$ cat config.mk
export PLATFORM = sky130hd
export DESIGN_NAME = ivc_top
export DESIGN_NICKNAME = d
export VERILOG_FILES = /design/src/common/ivc_pkg.sv /design/src/common/ivc_arb_if.sv /design/src/core/ivc_priority_arbiter.sv /design/src/core/ivc_enable_flags.sv /design/src/core/ivc_top.sv
export VERILOG_INCLUDE_DIRS = /design/src /design/src/common
export SDC_FILE = /design/constraint.sdc
export NUM_CORES = 1
export LEC_CHECK = 0
export ABC_CLOCK_PERIOD_IN_PS = 2000
export BUFFER_PORTS_ARGS = -buffer_cell sky130_fd_sc_hd__buf_2
export CELL_PAD_IN_SITES_DETAIL_PLACEMENT = 0
export CELL_PAD_IN_SITES_GLOBAL_PLACEMENT = 2
export CORE_AREA = 2 2 99 101
export CTS_BUF_LIST = sky130_fd_sc_hd__clkbuf_4 sky130_fd_sc_hd__clkbuf_8
export DETAILED_ROUTE_END_ITERATION = 8
export DIE_AREA = 0 0 101 103
export GPL_TIMING_DRIVEN = 0
export PLACE_DENSITY_LB_ADDON = 0.1
export REMOVE_ABC_BUFFERS = 1
export SYNTH_ARGS = -nofsm -noshare
export SYNTH_HDL_FRONTEND = slang
export SYNTH_SLANG_ARGS = --single-unit
$ cat constraint.sdc
create_clock -name sys_clk -period 2 [get_ports sys_clk]
set_input_delay 0.1 -clock sys_clk [delete_from_list [all_inputs] [get_ports sys_clk]]
set_output_delay 0.1 -clock sys_clk [all_outputs]
set_load 0.05 [all_outputs]
$ cat src/common/ivc_params.svh
// constants for the interrupt vector control block
// assumes an 8-bit internal i/o space and a 16-bit logical address space
`ifndef IVC_PARAMS_SVH
`define IVC_PARAMS_SVH

// ************************************************************
// register map and reset values
// ************************************************************
`define IVC_ADDR_VECTOR_LOW 8'h33
`define IVC_ADDR_FAULT_CTRL 8'h34
`define IVC_VEC_PAGE_RESET 8'h00
`define IVC_VEC_LOW_RESET 3'b000
`define IVC_LINE_EN_RESET 3'b111
`define IVC_READ_ZERO 8'h00

// ************************************************************
// field positions
// ************************************************************
`define IVC_TRAP_BIT 7
`define IVC_FAULT_POS_BIT 6
`define IVC_LINE_EN_MSB 2
`define IVC_VEC_LOW_MSB 7
`define IVC_VEC_LOW_LSB 5
`define IVC_CODE_WIDTH 5

// ************************************************************
// sources, index 0 has the highest priority
// ************************************************************
`define IVC_SRC_COUNT 12
`define IVC_SRC_WIDTH 4
`define IVC_SRC_TRAP 4'h0
`define IVC_SRC_NMI 4'h1
`define IVC_SRC_EXT0 4'h2
`define IVC_SRC_EXT1 4'h3
`define IVC_SRC_EXT2 4'h4
`define IVC_PERIPH_COUNT 7

// ************************************************************
// fixed restart addresses
// ************************************************************
`define IVC_RESTART_TRAP 16'h0000
`define IVC_RESTART_NMI 16'h0066
`define IVC_RESTART_EXT0_M1 16'h0038
`define IVC_EXT0_MODE0 2'b00
`define IVC_EXT0_MODE1 2'b01

`endif

$ cat src/common/ivc_pkg.sv
// types shared by the interrupt vector control modules
// assumes ivc_params.svh supplies every number
package ivc_pkg;

    // ************************************************************
    // acceptance sequence, gray along idle-grant-wait-release
    // ************************************************************
    typedef enum logic [1:0] {
        IVC_IDLE = 2'b00,
        IVC_GRANT = 2'b01,
        IVC_WAIT = 2'b11,
        IVC_RELEASE = 2'b10
    } ivc_state_type;

    // ************************************************************
    // how the sequencer obtains the restart address
    // ************************************************************
    typedef enum logic [1:0] {
        IVC_KIND_RESTART = 2'b00,
        IVC_KIND_TABLE = 2'b01,
        IVC_KIND_TABLE_BUS_LOW = 2'b10,
        IVC_KIND_BUS_INSTR = 2'b11
    } ivc_kind_type;

endpackage

$ cat src/common/ivc_arb_if.sv
// carrier between the top and its priority arbiter
// assumes the requester presents already masked requests
`timescale 1ns/1ns
`default_nettype none
`include "ivc_params.svh"

interface ivc_arb_if;
    logic [`IVC_SRC_COUNT-1:0] pending;
    logic grantValid;
    logic [`IVC_SRC_WIDTH-1:0] grantIdx;

    modport arbiter (
        input pending,
        output grantValid,
        output grantIdx
    );
    modport requester (
        output pending,
        input grantValid,
        input grantIdx
    );
endinterface

`default_nettype wire

$ cat src/core/ivc_priority_arbiter.sv
// fixed priority pick among twelve masked requests
// assumes bit 0 of pending is the most urgent source
`timescale 1ns/1ns
`default_nettype none
`include "ivc_params.svh"

module ivc_priority_arbiter (
    ivc_arb_if.arbiter arb
);
    logic [`IVC_SRC_COUNT-1:0] blocked;
    logic [`IVC_SRC_COUNT-1:0] win;
    logic [`IVC_SRC_WIDTH-1:0] idxPart [`IVC_SRC_COUNT];

    // ************************************************************
    // one-hot winner and its index, one slice per source
    // ************************************************************
    // fixed priority
    genvar i;
    generate
        for (i = 0; i < `IVC_SRC_COUNT; i++) begin : g_src
            if (i == 0) begin : g_first
                assign blocked[i] = 1'b0;
                assign win[i] = arb.pending[i];
                assign idxPart[i] = '0;
            end else begin : g_rest
                assign blocked[i] = blocked[i-1] | arb.pending[i-1];
                assign win[i] = arb.pending[i] & ~blocked[i];
                assign idxPart[i] = idxPart[i-1] | (win[i] ? `IVC_SRC_WIDTH'(i) : '0);
            end
        end
    endgenerate

    // any request at all makes a winner
    assign arb.grantValid = |arb.pending;
    assign arb.grantIdx = idxPart[`IVC_SRC_COUNT-1];
endmodule

`default_nettype wire

$ cat src/core/ivc_enable_flags.sv
// master and saved interrupt enable flags
// assumes each event input is a one-cycle pulse from the sequencer
`timescale 1ns/1ns
`default_nettype none

module ivc_enable_flags (
    input wire logic sys_clk,
    input wire logic rst,
    input wire logic disableInstr,
    input wire logic enableInstr,
    input wire logic nmiReturnInstr,
    input wire logic nmiTaken,
    input wire logic maskTaken,
    output logic masterEnable,
    output logic savedEnable
);
    logic master_q;
    logic master_d;
    logic saved_q;
    logic saved_d;

    // ************************************************************
    // next flag values, acceptance outranks instructions
    // ************************************************************
    always_comb begin
        master_d = master_q;
        saved_d = saved_q;
        if (nmiTaken) begin
            saved_d = master_q;
            master_d = 1'b0;
        end else if (maskTaken) begin
            master_d = 1'b0;
            saved_d = 1'b0;
        end else if (enableInstr) begin
            master_d = 1'b1;
            saved_d = 1'b1;
        end else if (disableInstr) begin
            master_d = 1'b0;
            saved_d = 1'b0;
        end else if (nmiReturnInstr) begin
            master_d = saved_q;
        end
    end

    always_ff @(posedge sys_clk or posedge rst) begin
        if (rst) begin
            master_q <= 1'b0;
            saved_q <= 1'b0;
        end else begin
            master_q <= master_d;
            saved_q <= saved_d;
        end
    end

    assign masterEnable = master_q;
    assign savedEnable = saved_q;
endmodule

`default_nettype wire

$ cat src/core/ivc_top.sv
// interrupt vector control: vector registers, fault control, arbitration
// assumes a sequencer that pulses instruction events and accepts grants
//
// What this block does
// - twelve sources, four external and eight internal, fixed priority
// - vectored sources form a 16-bit table address for the restart fetch
// - vector page register is the table address upper byte
// - vector page reached only by accumulator loads, zero after reset
// - vector low bits 7..5 plus fixed five-bit source code form low byte
// - vector low register sits at i/o address 33H
// - vector low register clears on reset
// - fault control register at i/o 34H holds flag, position, line enables
// - undefined opcode fetch sets the fault flag in bit 7
// - software writing 0 clears the fault flag, writing 1 does nothing
// - read-only bit 6 tells whether second or third opcode byte failed
// - bits 2..0 enable external requests two, one and zero
// - master enable low refuses maskable sources, keeps nonmaskable and trap
// - disable clears both enables, enable sets both
// - nonmaskable acceptance copies master into saved then clears master
// - nonmaskable return copies saved into master, saved unchanged
// - reset clears both enable flags
// - other acceptances clear both flags, trap leaves them alone
// - accumulator loads of page or refresh copy master into parity flag
// - external request zero needs master enable and its line enable
// - trap pushes the program counter and restarts at address zero
`timescale 1ns/1ns
`default_nettype none
`include "ivc_params.svh"

module ivc_top (
    input wire logic sys_clk,
    input wire logic rst,
    input wire logic ioWrEn,
    input wire logic ioRdEn,
    input wire logic [7:0] ioAddr,
    input wire logic [7:0] ioWrData,
    output logic [7:0] ioRdData,
    input wire logic vecPageWrEn,
    input wire logic [7:0] vecPageWrData,
    output logic [7:0] vecPage,
    input wire logic loadAFromVecPage,
    input wire logic loadAFromRefresh,
    output logic parityOverflow,
    input wire logic undefinedOpcode,
    input wire logic faultThirdByte,
    input wire logic disableInstr,
    input wire logic enableInstr,
    input wire logic nmiReturnInstr,
    input wire logic nmiRequest,
    input wire logic [`IVC_LINE_EN_MSB:0] extRequest,
    input wire logic [`IVC_PERIPH_COUNT-1:0] periphRequest,
    input wire logic [1:0] ext0Mode,
    input wire logic seqReady,
    input wire logic seqAck,
    output logic takeStrobe,
    output logic [`IVC_SRC_WIDTH-1:0] takeSource,
    output ivc_pkg::ivc_kind_type takeKind,
    output logic [15:0] takeAddr,
    output logic takePushPc,
    output logic busy,
    output logic masterEnable,
    output logic savedEnable,
    output logic trapFlag
);
    import ivc_pkg::*;

    // ************************************************************
    // declarations
    // ************************************************************
    ivc_arb_if arbBus ();
    logic [7:0] vecPage_q, vecPage_d;
    logic [`IVC_VEC_LOW_MSB:`IVC_VEC_LOW_LSB] vecLow_q, vecLow_d;
    logic trap_q, trap_d, faultPos_q, faultPos_d;
    logic [`IVC_LINE_EN_MSB:0] lineEn_q, lineEn_d;
    logic [7:0] rdData_q, rdData_d;
    logic pv_q, pv_d;
    logic trapPend_q, trapPend_d, nmiPend_q, nmiPend_d, nmiPrev_q, nmiPrev_d;
    ivc_state_type state_q, state_d;
    logic strobe_q, strobe_d, busy_q, busy_d;
    logic [`IVC_SRC_WIDTH-1:0] src_q, src_d;
    ivc_kind_type kind_q, kind_d;
    logic [15:0] addr_q, addr_d;
    logic push_q, push_d;
    logic master, saved;
    logic wrVecLow, wrFault, rdVecLow, rdFault;
    logic grantTrap, grantNmi, grantMask;
    logic [`IVC_CODE_WIDTH-1:0] srcCode;

    // ************************************************************
    // address decode of the internal i/o port
    // ************************************************************
    // vector low and fault control decode
    assign wrVecLow = ioWrEn && (ioAddr == `IVC_ADDR_VECTOR_LOW);
    assign rdVecLow = ioRdEn && (ioAddr == `IVC_ADDR_VECTOR_LOW);
    assign wrFault = ioWrEn && (ioAddr == `IVC_ADDR_FAULT_CTRL);
    assign rdFault = ioRdEn && (ioAddr == `IVC_ADDR_FAULT_CTRL);

    // ************************************************************
    // register file next values
    // ************************************************************
    always_comb begin
        vecPage_d = vecPage_q;
        vecLow_d = vecLow_q;
        trap_d = trap_q;
        faultPos_d = faultPos_q;
        lineEn_d = lineEn_q;
        rdData_d = rdData_q;
        pv_d = pv_q;
        if (vecPageWrEn) begin
            vecPage_d = vecPageWrData;
        end
        // only the top three bits are stored
        if (wrVecLow) begin
            vecLow_d = ioWrData[`IVC_VEC_LOW_MSB:`IVC_VEC_LOW_LSB];
        end
        if (wrFault) begin
            lineEn_d = ioWrData[`IVC_LINE_EN_MSB:0];
            if (!ioWrData[`IVC_TRAP_BIT]) begin
                trap_d = 1'b0;
            end
        end
        // set wins over a clearing write in the same cycle
        if (undefinedOpcode) begin
            trap_d = 1'b1;
            faultPos_d = faultThirdByte;
        end
        // reads return a fresh copy, unmapped addresses read zero
        if (rdVecLow) begin
            rdData_d = `IVC_READ_ZERO;
            rdData_d[`IVC_VEC_LOW_MSB:`IVC_VEC_LOW_LSB] = vecLow_q;
        end else if (rdFault) begin
            rdData_d = `IVC_READ_ZERO;
            rdData_d[`IVC_TRAP_BIT] = trap_q;
            rdData_d[`IVC_FAULT_POS_BIT] = faultPos_q;
            rdData_d[`IVC_LINE_EN_MSB:0] = lineEn_q;
        end else if (ioRdEn) begin
            rdData_d = `IVC_READ_ZERO;
        end
        if (loadAFromVecPage || loadAFromRefresh) begin
            pv_d = master;
        end
    end
    always_ff @(posedge sys_clk or posedge rst) begin
        if (rst) begin
            vecPage_q <= `IVC_VEC_PAGE_RESET;
            vecLow_q <= `IVC_VEC_LOW_RESET;
            trap_q <= 1'b0;
            faultPos_q <= 1'b0;
            lineEn_q <= `IVC_LINE_EN_RESET;
            rdData_q <= `IVC_READ_ZERO;
            pv_q <= 1'b0;
        end else begin
            vecPage_q <= vecPage_d;
            vecLow_q <= vecLow_d;
            trap_q <= trap_d;
            faultPos_q <= faultPos_d;
            lineEn_q <= lineEn_d;
            rdData_q <= rdData_d;
            pv_q <= pv_d;
        end
    end

    // ************************************************************
    // request capture and masking
    // ************************************************************
    // nonmaskable is edge sensitive, so a held line asks only once
    always_comb begin
        trapPend_d = trapPend_q;
        nmiPend_d = nmiPend_q;
        nmiPrev_d = nmiRequest;
        if (grantTrap) begin
            trapPend_d = 1'b0;
        end
        if (grantNmi) begin
            nmiPend_d = 1'b0;
        end
        // new events win over the grant that consumes the old one
        if (undefinedOpcode) begin
            trapPend_d = 1'b1;
        end
        if (nmiRequest && !nmiPrev_q) begin
            nmiPend_d = 1'b1;
        end
    end
    always_ff @(posedge sys_clk or posedge rst) begin
        if (rst) begin
            trapPend_q <= 1'b0;
            nmiPend_q <= 1'b0;
            nmiPrev_q <= 1'b0;
        end else begin
            trapPend_q <= trapPend_d;
            nmiPend_q <= nmiPend_d;
            nmiPrev_q <= nmiPrev_d;
        end
    end
    // external lines need line enable and master, peripherals need master only
    assign arbBus.pending = {periphRequest & {`IVC_PERIPH_COUNT{master}},
                             extRequest & lineEn_q & {(`IVC_LINE_EN_MSB + 1){master}},
                             nmiPend_q,
                             trapPend_q};
    ivc_priority_arbiter u_arbiter (
        .arb(arbBus.arbiter)
    );

    // ************************************************************
    // enable flags
    // ************************************************************
    assign grantTrap = (state_q == IVC_GRANT) && (src_q == `IVC_SRC_TRAP);
    assign grantNmi = (state_q == IVC_GRANT) && (src_q == `IVC_SRC_NMI);
    assign grantMask = (state_q == IVC_GRANT) && !grantTrap && !grantNmi;
    ivc_enable_flags u_flags (
        .sys_clk(sys_clk),
        .rst(rst),
        .disableInstr(disableInstr),
        .enableInstr(enableInstr),
        .nmiReturnInstr(nmiReturnInstr),
        .nmiTaken(grantNmi),
        .maskTaken(grantMask),
        .masterEnable(master),
        .savedEnable(saved)
    );

    // ************************************************************
    // acceptance sequence and restart address
    // ************************************************************
    // fixed low code per vectored source, two bytes per table entry
    assign srcCode = `IVC_CODE_WIDTH'({arbBus.grantIdx - `IVC_SRC_EXT1, 1'b0});
    always_comb begin
        state_d = state_q;
        strobe_d = 1'b0;
        src_d = src_q;
        kind_d = kind_q;
        addr_d = addr_q;
        push_d = push_q;
        case (state_q)
            IVC_IDLE: begin
                if (seqReady && arbBus.grantValid) begin
                    state_d = IVC_GRANT;
                    strobe_d = 1'b1;
                    src_d = arbBus.grantIdx;
                    push_d = 1'b1;
                    // table address from page, low bits and code
                    kind_d = IVC_KIND_TABLE;
                    addr_d = {vecPage_q, vecLow_q, srcCode};
                    if (arbBus.grantIdx == `IVC_SRC_TRAP) begin
                        // trap restarts at zero with pc pushed
                        kind_d = IVC_KIND_RESTART;
                        addr_d = `IVC_RESTART_TRAP;
                    end else if (arbBus.grantIdx == `IVC_SRC_NMI) begin
                        kind_d = IVC_KIND_RESTART;
                        addr_d = `IVC_RESTART_NMI;
                    end else if (arbBus.grantIdx == `IVC_SRC_EXT0) begin
                        if (ext0Mode == `IVC_EXT0_MODE0) begin
                            // the bus supplies an instruction, no automatic push
                            kind_d = IVC_KIND_BUS_INSTR;
                            addr_d = `IVC_RESTART_TRAP;
                            push_d = 1'b0;
                        end else if (ext0Mode == `IVC_EXT0_MODE1) begin
                            kind_d = IVC_KIND_RESTART;
                            addr_d = `IVC_RESTART_EXT0_M1;
                        end else begin
                            // page byte high, low byte follows from the bus
                            kind_d = IVC_KIND_TABLE_BUS_LOW;
                            addr_d = {vecPage_q, 8'h00};
                        end
                    end
                end
            end
            IVC_GRANT: begin
                state_d = IVC_WAIT;
            end
            IVC_WAIT: begin
                // the sequencer holds off until its push and fetch are done
                if (seqAck) begin
                    state_d = IVC_RELEASE;
                end
            end
            IVC_RELEASE: begin
                state_d = IVC_IDLE;
            end
            default: begin
                state_d = IVC_IDLE;
            end
        endcase
        busy_d = (state_d != IVC_IDLE);
    end
    always_ff @(posedge sys_clk or posedge rst) begin
        if (rst) begin
            state_q <= IVC_IDLE;
            busy_q <= 1'b0;
            strobe_q <= 1'b0;
            src_q <= `IVC_SRC_TRAP;
            kind_q <= IVC_KIND_RESTART;
            addr_q <= `IVC_RESTART_TRAP;
            push_q <= 1'b0;
        end else begin
            state_q <= state_d;
            busy_q <= busy_d;
            strobe_q <= strobe_d;
            src_q <= src_d;
            kind_q <= kind_d;
            addr_q <= addr_d;
            push_q <= push_d;
        end
    end
    // ************************************************************
    // outputs, every one a flip-flop
    // ************************************************************
    assign ioRdData = rdData_q;
    assign vecPage = vecPage_q;
    assign parityOverflow = pv_q;
    assign takeStrobe = strobe_q;
    assign takeSource = src_q;
    assign takeKind = kind_q;
    assign takeAddr = addr_q;
    assign takePushPc = push_q;
    assign busy = busy_q;
    assign masterEnable = master;
    assign savedEnable = saved;
    assign trapFlag = trap_q;
endmodule

`default_nettype wire

==> run metrics <==
total number of vias 2,107; DP Wirelength 4990 um; Critical-path top delay cell dfrtp_2; CP startpoint u_flags.masterEnable; Setup TNS 0 ps; pin count of the biggest net entering global routing 29; kind of critical path reg -> reg; Clk pwr share 0.250; slowest stage delay, CP 500 ps; clk buf depth 2; Hold Crit Class in -> reg; max cap viols 0; Synth Area in XOR/XNOR 0; Psw 1.43 mW; Clk Tree Root Cell clkbuf_8; final setup skew 12.5 ps; # DRC 0; CP Capture Type register; first-pass GRT wire length 11,000 um; cells after synthesis 229; sequential fraction of the synthesis area 0.551; FFs w/ async S/R, synth 1.00; highest routed layer met4; final core area utilization 0.360; final cell count without fillers 452; Levels on crit path 6; Synth Register Bits 54; Die ar. 10,400 sq um; grt ovf 0; power share of the combinational group 0.358; worst-path fanout max 10; Buf+Inv Stages, Crit Path 0; mean post-synth cell area 10.7 sq um; cell taking the most area after synthesis dfrtp_1; EDFF count, synth 0; switching part of the total 0.393; total power 3.65 mW; dpl cells 425; Post-Place Setup Slack -950 ps; NumNets Final 388; filler instances 996; Worst Reg-to-Reg Cells 6; initial antenna violation count 0; power per cell area 1070 nW/um^2; Finish-stage setup viols 0; drt pass-1 iters 4; register-to-register setup slack 10 ps; Top FF cell, synth dfrtp_1; RSZ-0062 raised after global routing yes; TritonCTS buffer count 5; area grow syn2layout 38.7%; Startpoint Class register; ANT nets after route 0; final hold violations 0; Synth Warn # 0; Pleak 1.60 nW; critical path, cell by cell nor4b_2 > nand3_4 > a21oi_4 > a311oi_4 > or3_1 > a32o_1; Slew Viols, Final 0; CP delay by family, top simple AND/OR/NAND/NOR gates; Critical Path End takeAddr[5]; setup ws final 9.65 ps; Post-Route M1 WL 3410 um; maximum VDD drop 0.305 mV; met3 WL 442 um; clock sinks 54; clock-pin slew on the worst setup and hold paths 110 ps; worst skew pair latency 310 ps; vias per inst 4.66; layout cells sized above 1 0.459; row count 36; simple-gate portion of the synthesized area 0.160; r2r endpoint takeAddr[5]; vias in the first global route 2,079; Sequential Power Share 0.391; DR iter-0 viols 42; wire length per cell 15.6 um; Post-Route WL 7070 um; CTS tree yes; fin crit share 0.995; Min Clock Period, post-route 1990 ps; H-tree levels 2; Compound-Gate Fraction of Synth Area 0.173; Die Ht 103 um; Die W 101 um; GRT Util Overall 0.139; Routability Congestion 0.749; Synth Cell Area 2460 sq um; Arrival @ worst endpoint 2190 ps; largest family of logic cells by synthesized area compound AO/OA/AOI/OAI gates; starting density of the core 0.260; Yosys top cell area share 0.519; post-synthesis adder-cell area fraction 0; worst path required time 2200 ps; fmax 502 MHz; main area contributors after synthesis dfrtp_1 52%, mux2_2 6.9%, nand2_1 4.1%; ANT cells 0; status finished clean; core area 9460 sq um; P_int 2.22 mW; slew margin rel. 0.551; Distinct cells, synth 48; num ports 96; Slew @ Worst Pin 667 ps; worst reg2reg startpoint u_flags.masterEnable; input/output buffers 90; metal2 WL 3150 um; mux share of post-synthesis cell area 0.0769
## layout by cell type, fill, tap and decap left out, drive strengths merged, types with 2 or more instances in the layout
master,synthesis,routed
a22o,8,8
dlygate4sd3,0,2
mux2i,2,2
dfstp,3,3
nor3,5,5
nor2,16,16
a21o,2,3
clkbuf,5,6
and4b,2,2
nor4b,2,2
nor2b,2,2
bufinv,0,2
inv,9,8
o22ai,2,2
a21oi,6,6
o31ai,4,4
dfrtp,51,51
nand2b,6,6
and2,2,2
o21a,3,3
nor4,3,3
nand3,8,8
a22oi,4,4
nand4,2,2
mux2,15,15
conb,1,3
o21ai,20,20
buf,6,107
nand2,27,27
## state kept, by name, indices dropped and copies added (netlist names)
signal and cells:
takeAddr 15, vecPage 8, ioRdData 6, takeSource 4
lineEn_q 3, vecLow_q 3, state_q 2, takeKind 2
busy 1, faultPos_q 1, nmiPend_q 1, nmiPrev_q 1
parityOverflow 1, takePushPc 1, takeStrobe 1, trapFlag 1
trapPend_q 1, u_flags.masterEnable 1, u_flags.savedEnable 1
## through the flow
step	area, sq um	hold WS (ps)
after floorplan	2410	131
after global placement	3000	225
after detailed placement	3020	222
after CTS	3330	4.23
after global routing	3410	1.06
final	3410	18.1
## area by class of cell
cell class	count	area [sq um]	share of cell area
Inverter	9	37.5	0.0110
Timing Repair Buffer	109	611	0.179
Clock buffer	6	82.6	0.0242
Sequential cell	54	1360	0.398
Multi-Input combinational cell	158	1120	0.328
Clock inverter	2	60.1	0.0176
Tap cell	114	143	0.0419
## logic make-up after synthesis
group,after synthesis
other,1
and+or+nand+nor,79
muxes,17
DFF,54
buffers and inverters,20
AOI/OAI and AO/OA,58
## Yosys cell counts, drive strengths merged, types with 5 or more instances
cell type and instances:
a21oi 6, clkbuf 5, nand3 8, inv 9
nor3 5, nor2 16, nand2b 6, a22o 8
dfrtp 51, mux2 15, nand2 27, buf 6
o21ai 20
## power by group through the flow
stage | Combinational (mW) | Sequential [mW] | Clock, mW
2_1_floorplan | 0.397 | 1.85 | 0
3_3_place_gp | 1.17 | 1.43 | 0
3_5_place_dp | 1.17 | 1.44 | 0
4_1_cts | 1.25 | 1.43 | 0.950
5_1_grt | 1.42 | 1.45 | 0.995
6_report | 1.31 | 1.43 | 0.914
## how the worst min path moves through the flow
stage	start	to	cells past startpoint
5_1_grt	vecPageWrData[1]	vecPage[1]	2
4_1_cts	vecPageWrData[1]	vecPage[1]	2
2_1_floorplan	nmiRequest	nmiPrev_q	0
6_report	vecPageWrData[3]	vecPage[3]	2
3_3_place_gp	nmiRequest	nmiPrev_q	1
3_5_place_dp	rst	ioRdData[2]	2
## worst reg2reg max path: stages, from the launching register on
cell      delay, ps
dfrtp_2         500
nor4b_2         340
nand3_4         130
a21oi_4         190
a311oi_4         80
or3_1           380
a32o_1          240
## metal layers
metal,vias to the layer above,track usage
met1,1000,0.193
met2,65,0.217
li1,1038,-
met3,4,0.0380
met4,0,0.0343
met5,-,0
## timing repair
item                                    CTS  global route
hold buffers                              2             0
buffers inserted                         10             7
gates cloned                              1             0
gates resized for setup                  12             9
hold endpoints to repair                 25             0
pin swaps                                 7            10
endpoints found under the setup margin   24            19
(Power assumes the default switching activity.)
